--- config.mk ---
export PLATFORM = sky130hd
export DESIGN_NAME = serial_in_latched_sink_driver
export DESIGN_NICKNAME = d
export VERILOG_FILES = /design/src/sink_driver_pkg.sv /design/src/word_buffer.sv /design/src/serial_in_latched_sink_driver.sv
export SDC_FILE = /design/constraint.sdc
export NUM_CORES = 1
export LEC_CHECK = 0
export ABC_AREA = 1
export ABC_CLOCK_PERIOD_IN_PS = 2730
export BUFFER_PORTS_ARGS = -buffer_cell sky130_fd_sc_hd__buf_2
export CAP_MARGIN = 20
export CORE_ASPECT_RATIO = 0.6
export CORE_MARGIN = 2
export CORE_UTILIZATION = 45
export CTS_CLUSTER_SIZE = 40
export DETAILED_ROUTE_END_ITERATION = 7
export GPL_ROUTABILITY_DRIVEN = 0
export PLACE_DENSITY = 0.66
export SLEW_MARGIN = 30
export SYNTH_ARGS = -nofsm -noshare
export SYNTH_HDL_FRONTEND = slang
export SYNTH_SLANG_ARGS = --single-unit
--- constraint.sdc ---
create_clock -name sys_clk -period 2.73 [get_ports sys_clk]
set_clock_uncertainty 0.2 [all_clocks]
set_input_delay 0.546 -clock sys_clk [delete_from_list [all_inputs] [get_ports sys_clk]]
set_output_delay 0.546 -clock sys_clk [all_outputs]
set_load 0.02 [all_outputs]
--- src/sink_driver_pkg.sv ---
// Shared constants for the serial-in latched sink driver
package sink_driver_pkg;
    localparam int CHAIN_LEN = 16;
    localparam logic [15:0] STAGE_RESET = 16'h0000;
    localparam logic [15:0] LATCH_RESET = 16'h0000;
    localparam logic [15:0] SINK_ALL_OFF = 16'h0000;
    localparam int BUF_DEPTH = 2;
    localparam logic [1:0] BUF_COUNT_RESET = 2'h0;
endpackage

--- src/word_buffer.sv ---
// Two-entry valid/ready buffer for the parallel word path
`timescale 1ns/1ns
module word_buffer (
    input wire logic sys_clk, // System clock
    input wire logic sys_rst, // Synchronous reset, active high
    input wire logic inValid, // Word offered
    output logic inReady, // Room for a word
    input wire logic [15:0] inData, // Offered word
    output logic outValid, // Word available
    input wire logic outReady, // Receiver takes word
    output logic [15:0] outData // Head word, registered
);
    logic [15:0] slot0;
    logic [15:0] slot1;
    logic [1:0] count;
    wire push = inValid && inReady;
    wire pop = outValid && outReady;

    assign inReady = (count != 2'(sink_driver_pkg::BUF_DEPTH));
    assign outValid = (count != 2'h0);
    assign outData = slot0;

    always_ff @(posedge sys_clk) begin
        if (sys_rst) begin
            count <= sink_driver_pkg::BUF_COUNT_RESET;
            slot0 <= sink_driver_pkg::LATCH_RESET;
            slot1 <= sink_driver_pkg::LATCH_RESET;
        end else begin
            count <= count + 2'(push) - 2'(pop);
            if (pop) begin
                slot0 <= (count == 2'h2) ? slot1 : inData;
            end else if (push && count == 2'h0) begin
                slot0 <= inData;
            end
            if (push && ((count == 2'h1 && !pop) || (count == 2'h2 && pop))) begin
                slot1 <= inData;
            end
        end
    end
endmodule

--- src/serial_in_latched_sink_driver.sv ---
// Serial-in shift chain with transfer latches driving 16 sink outputs
// Contract
// [RULE1] Each rising shift edge moves chain one place; first stage takes serial input.
// [RULE2] Strobe and output-off low: sinks follow shift stages directly (here via latch and two-entry buffer, only while sinkReady high).
// [RULE3] Strobe high, output-off low: sinks hold last valid state.
// [RULE4] Output-off high turns all 16 sinks off.
// [RULE5] Strobe and output-off are levels, never edge triggered.
// [RULE6] Strobe high loads master stages; strobe low copies them to latches.
// [RULE7] Serial output lets devices chain into longer words.
// [RULE8] Output-off never alters stored shift or latch contents.
// [RULE9] Serial output is last stage, updated after each rising shift edge.
`timescale 1ns/1ns
module serial_in_latched_sink_driver (
    input wire logic sys_clk, // System clock, 50 MHz
    input wire logic sys_rst, // Synchronous reset, active high
    input wire logic shiftClk, // Host shift clock, sampled
    input wire logic serialIn, // Serial data in
    input wire logic strobe, // Latch-transfer strobe, high holds
    input wire logic outputOff, // Output-off control, high disables
    input wire logic sinkReady, // Sink stage accepts the word
    output logic [15:0] sinkOn, // One per sink, high = transistor on
    output logic serialOut // Serial data out for chaining
);
    // ------------------------------------------------------------
    // Shift chain
    // ------------------------------------------------------------
    logic shiftPrev;
    logic [15:0] stages;
    logic [15:0] latched;
    wire shiftEdge = shiftClk && !shiftPrev;
    wire [15:0] next_stages = {stages[14:0], serialIn};

    always_ff @(posedge sys_clk) begin
        if (sys_rst) begin
            shiftPrev <= 1'b0;
            stages <= sink_driver_pkg::STAGE_RESET;
        end else begin
            shiftPrev <= shiftClk;
            if (shiftEdge) begin
                stages <= next_stages; // RULE1 RULE6 RULE8
            end
        end
    end

    // Stage 15 is the chain's tail; registered so it changes after the edge
    always_ff @(posedge sys_clk) begin
        if (sys_rst) begin
            serialOut <= 1'b0;
        end else begin
            serialOut <= stages[15]; // RULE7 RULE9
        end
    end

    // ------------------------------------------------------------
    // Transfer latch
    // ------------------------------------------------------------
    // Transparent while strobe low, frozen while high; levels only.
    wire [15:0] next_latched = strobe ? latched : stages; // RULE2 RULE3 RULE5 RULE6

    always_ff @(posedge sys_clk) begin
        if (sys_rst) begin
            latched <= sink_driver_pkg::LATCH_RESET;
        end else begin
            latched <= next_latched; // RULE8
        end
    end

    // ------------------------------------------------------------
    // Output buffer and gate
    // ------------------------------------------------------------
    // A stalled sink stage keeps the two oldest words queued; while full, only the current latched word waits to enter.
    logic bufValid;
    logic [15:0] bufData;
    logic bufInReady;
    logic [15:0] lastSent;
    wire changed = (latched != lastSent);

    always_ff @(posedge sys_clk) begin
        if (sys_rst) begin
            lastSent <= sink_driver_pkg::LATCH_RESET;
        end else if (changed && bufInReady) begin
            lastSent <= latched;
        end
    end

    word_buffer u_buf (
        .sys_clk(sys_clk),
        .sys_rst(sys_rst),
        .inValid(changed),
        .inReady(bufInReady),
        .inData(latched),
        .outValid(bufValid),
        .outReady(sinkReady),
        .outData(bufData)
    );

    logic [15:0] shown;
    always_ff @(posedge sys_clk) begin
        if (sys_rst) begin
            shown <= sink_driver_pkg::LATCH_RESET;
        end else if (bufValid && sinkReady) begin
            shown <= bufData;
        end
    end

    wire [15:0] next_sinkOn = outputOff ? sink_driver_pkg::SINK_ALL_OFF : shown; // RULE4 RULE5

    always_ff @(posedge sys_clk) begin
        if (sys_rst) begin
            sinkOn <= sink_driver_pkg::SINK_ALL_OFF;
        end else begin
            sinkOn <= next_sinkOn;
        end
    end
endmodule

== Word-level counts from Yosys, hierarchy flattened ==
Cells that the tools add are included.

* Equality and inequality tests: 4
* Add/sub/neg operators: 2
* Reduce and logical (&&, ||, !) cells: 14
* Muxes and demuxes: 3

{| class="wikitable"
|+ Operators with widths
! operator !! number
|-
| 16-bit 2-to-1 mux || 3
|-
| 16-bit != test || 1
|-
| 1-bit logical AND || 7
|-
| 2-bit nonzero test || 2
|-
| 2-bit by 1-bit adder with 2-bit output || 1
|-
| 2-bit by 1-bit == test with 1-bit output, second input constant || 1
|-
| 2-bit == test, second input constant || 1
|-
| 1-bit logical NOT || 2
|-
| 2-bit logical NOT || 1
|-
| 2-bit != test, second input constant || 1
|-
| 2-bit OR reduction || 1
|-
| 2-bit by 1-bit subtractor with 2-bit output || 1
|-
| 1-bit logical OR || 1
|}

* Input bits: 7
* Output and inout bits: 17
* Logic and storage cells: 33
* Flip-flop bits (word level): 116

== Depth between registers and ports, before layout ==
* Depth in word-level cells: 6
* Mapped depth: 14
* Depth with buffers taken out: 13

== Cells and area by module ==
From an unflattened synthesis, not the netlist that was laid out.

* Cells, all modules: 730
* Area total of the unflattened synthesis: 5052.3 sq um

{| class="wikitable"
|+ By module, submodules not included
! module !! seq. area each (sq um) !! instances !! area an instance (sq um) !! cells an instance
|-
| serial_in_latched_sink_driver || 1641.6 || 1 || 3096.7 || 415
|-
| word_buffer || 680.7 || 1 || 1955.6 || 315
|}

== Least setup slack after synthesis ==
OpenSTA, ideal clock, no wires.

* Path kind: input port to flip-flop
* Start point: input sinkReady
* End point: register u_buf.count[1]
* Required time: 2.408 ns
* Data arrival time: 1.958 ns
* Path slack: 0.450 ns
* Stages: 10
* Buffers on the path: 2
* Library setup time: 0.122 ns
* Path through: o21ai_0 buf_2 buf_1 inv_1 ha_1 inv_1 ha_1 xor2_1 o21ai_0 a21oi_1

* Cells in the longest elaborated chain, start to end: 2

{| class="wikitable"
|+ Ends and longest elaborated chain
! what !! line !! RTL
|-
| start, declared || serial_in_latched_sink_driver.sv:20 || <nowiki>input wire logic sinkReady,</nowiki>
|-
| 1-bit logical AND || word_buffer.sv:17 || <nowiki>wire pop = outValid && outReady;</nowiki>
|-
| via u_buf.pop || word_buffer.sv:17 ||
|-
| 2-bit by 1-bit subtractor with 2-bit output || word_buffer.sv:29 || <nowiki>count <= count + 2'(push) - 2'(pop);</nowiki>
|-
| end signal, assigned || word_buffer.sv:25 || <nowiki>count <= sink_driver_pkg::BUF_COUNT_RESET;</nowiki>
|-
| end signal, assigned || word_buffer.sv:29 ||
|-
| end, declared || word_buffer.sv:15 || <nowiki>logic [1:0] count;</nowiki>
|}

The timed path passes the listed nets, and every way through them passes these cells.
A chain may end at the register's enable or synchronous reset.

== Worst setup path after layout ==
* Start point: register latched[1]
* End point: register u_buf.count[1]

* Cells in the longest elaborated chain, start to end: 4

{| class="wikitable"
|+ Ends and longest elaborated chain
! what !! line !! RTL
|-
| start, declared || serial_in_latched_sink_driver.sv:29 || <nowiki>logic [15:0] latched;</nowiki>
|-
| start signal, assigned || serial_in_latched_sink_driver.sv:62 || <nowiki>latched <= sink_driver_pkg::LATCH_RESET;</nowiki>
|-
| start signal, assigned || serial_in_latched_sink_driver.sv:64 || <nowiki>latched <= next_latched;</nowiki>
|-
| 16-bit != test || serial_in_latched_sink_driver.sv:76 || <nowiki>wire changed = (latched != lastSent);</nowiki>
|-
| 1-bit logical AND || word_buffer.sv:16 || <nowiki>wire push = inValid && inReady;</nowiki>
|-
| 2-bit by 1-bit adder with 2-bit output || word_buffer.sv:29 ||
|-
| 2-bit by 1-bit subtractor with 2-bit output || word_buffer.sv:29 ||
|}

Every way passes these cells.

==> summary.md <==
| Metric | Value |
|---|---|
| GRT overflow | `0` |
| Largest net degree at the start of global routing | `65` |
| Drt drc | `0` |
| Post-CTS Setup Inserts | `0` |
| Hold buffer count at CTS | `0` |
| First-pass GRT wire length | `around 17000 microns` |
| Total power draw | `about 0.0059 W` |
| Yosys cell types | `22` |
| Required @ worst endpoint | `2.82 ns` |
| Fin crit share | `between 80% and 90%` |
| Synthesized area per cell | `around 7.5 sq um` |
| Hold Crit Class | `input port to flip-flop` |
| Crit-path cells | `inv_1 > nand2_1 > nand2_1 > nor2_1 > nand2_1 > nor2_1 > nand2_2 > nand2_4 > inv_4 > ha_1 > xor2_1 > o21ai_0 > a21oi_1` |
| Leading cell types in the layout, fill and taps excluded | `125 x nor2_1, 116 x dfxtp_1, 84 x nand2_1` |
| Die X | `between 100 and 150 microns` |
| Rows | `28` |
| Share of cells above drive strength 1 | `between 10% and 20%` |
| Starting DRT DRC Count | `approximately 200` |
| CP max-delay cell | `dfxtp_1` |
| Vias | `3885` |
| Syn-to-layout area delta | `17.1%` |
| Final TNS setup | `0 ns` |
| Root Buffer | `clkbuf_16` |
| Outcome | `finished, final reports clean` |
| Clock period minus worst slack | `2.28 ns` |
| Initial Utilization | `46.7%` |
| Crit Path Category | `flip-flop to flip-flop` |
| CP endpoint kind | `flip-flop` |
| Post-synthesis sequential area ratio | `~50%` |
| Gate Count Post-Synth | `approximately 630` |
| Worst-path clk slew | `0.05 ns` |
| Drt first pass iters | `5` |
| Die height | `between 80 and 90 microns` |
| Ant. Diodes | `0` |
| IO Count | `24` |
| CP startpoint kind | `flip-flop` |
| Port Buffer Count | `23` |
| Clock sinks | `~120` |
| Leading cell type in the layout, fill and taps excluded | `nor2_1` |
| H-tree levels | `4` |
| Net count after synthesis | `635` |
| NumNets Final | `647` |
| Fmax | `approximately 0.44 GHz` |
| Antenna Violating Nets Remaining | `0` |
| Yosys reg bits | `roughly 120` |
| CP delay by family, top | `simple AND/OR/NAND/NOR gates` |
| Syn Std Cell Area | `0.00467 sq mm` |
| Initial antenna violation count | `0` |
| Arrival @ worst endpoint | `roughly 2.4 ns` |
| Clk buf depth | `2` |
| Worst slew margin | `a little over three fifths` |
| Core Area | `approximately 0.01 sq mm` |
| CP peak stage delay | `between 0.3 and 0.4 ns` |
| Fill cell total of the finished layout | `around 950` |
| Final HPWL from detailed placement | `between 6000 and 7000 microns` |
| TritonCTS clock tree | `built` |
| Pwr dens | `1080 mW/mm^2` |
| Total CTS buffers | `17` |
| Post-CTS sizing | `0` |
| Leak | `approximately 2.4 nW` |
| GRT Util Overall | `about 20%` |
| DRT Wirelength | `10100 microns` |
| Unrepaired setup endpoints after global routing | `no` |
| Synth warn | `0` |
| CP Max Fanout | `17` |
| VDD IR max | `roughly 540 uV` |
| WL/cell | `between 10 and 15 microns` |
| Die area | `0.0112 sq mm` |
| Worst slew pin tran | `0.558 ns` |
| Clock Latency Late Sink | `between 0.4 and 0.5 ns` |
| Vias in the first global route | `about 3700` |
| Final core utilization | `a little over half` |
| Pins Over Slew Limit | `0` |
| Via density | `between 4 and 5` |
| Crit-path most repeated cell | `nand2_1` |
| Total of max-cap violations | `0` |
| CP Buf/Inv Count | `2` |
| # setup viols final | `0` |
| Final hold vios | `0` |
-- area by class of cell --
class | instances | area (sq um) | share of cell area, %
flip-flops and latches | 116 | 2320 | 42.5
multi-input cells | 399 | 1890 | 34.6
clock buffers | 22 | 474 | 8.68
inverters | 75 | 284 | 5.20
repair buffers | 29 | 173 | 3.16
well taps | 135 | 169 | 3.09
clock inverters | 10 | 153 | 2.79
-- cells by family (layout without fill, tap and decap cells) --
| kind of cell | after synthesis | in the layout | share of synthesized area, % |
|---|---|---|---|
| buf+inv | 111 | 136 | 10.1 |
| xor+xnor | 1 | 1 | 0.188 |
| mux | 16 | 16 | 3.86 |
| compound gates | 132 | 132 | 14.2 |
| simple gates | 248 | 248 | 21.4 |
| fa+ha+maj | 2 | 2 | 0.536 |
| flops | 116 | 116 | 49.8 |
-- worst paths after layout --
check	startpoint	to	slack, ns	depth (start not counted)
setup reg to reg	latched[1]	u_buf.count[1]	0.45	13
hold reg to reg	shown[8]	sinkOn[8]	0.23	2
setup / recovery	latched[1]	u_buf.count[1]	0.45	13
hold / removal	shiftClk	shiftPrev	0.15	3
-- metal layers --
layer  up-vias  global-route usage (%)  routed length [microns]
li1       2008                       -                        -
met2        64                    31.4                     4640
met4         0                    7.67                      154
met1      1800                    24.5                     4910
met5         -                       0                        0
met3        13                    5.98                      423
-- sequential cells by signal, indices dropped and copies added (netlist names) --
name and count:
latched 16, shiftPrev 1, shown 16, stages 16, u_buf.outData 16, u_buf.slot1 16
u_buf.count 2, sinkOn 16, lastSent 16, serialOut 1
-- power by group --
part           switching [W]  total, W  internal, W
logic               0.000854   0.00133     0.000472
registers           0.000183   0.00222      0.00203
clock network       0.000763   0.00235      0.00159
-- synth_stat cells --
cell type	n	area share, %
nor2_1	125	10
dfxtp_1	116	50
nand2_1	84	6.8
inv_1	67	5.4
a21oi_1	66	7.1
o21ai_0	66	7.1
nand3_1	32	3.4
clkbuf_1	19	1.5
mux2_2	16	3.9
buf_2	6	0.64
buf_6	6	1.4
inv_2	6	0.48
buf_1	5	0.40
ha_1	2	0.54
nand2_2	2	0.27
nand2_4	2	0.48
clkinv_1	1	0.080
inv_4	1	0.13
nor2_2	1	0.13
nor3_1	1	0.11
or2_2	1	0.13
xor2_1	1	0.19
-- worst min-delay path: stages --
cell and delay [ns]:
buf_2 0.07, inv_1 0.04, nor2_1 0.07
-- metrics by stage --
| stage | hold slack (ns) | cells | setup WS, ns | instance area (sq um) |
|---|---|---|---|---|
| after global placement | 0.226 | 754 | 0.515 | 4840 |
| after detailed placement | 0.228 | 754 | 0.470 | 4840 |
| after global routing | 0.184 | 786 | 0.164 | 5460 |
| after CTS | 0.149 | 786 | 0.459 | 5460 |
| final | 0.154 | 786 | 0.453 | 5460 |
| after floorplan | 0.216 | 626 | 0.450 | 4670 |
Note: power is estimated with default switching activity, not from simulation.
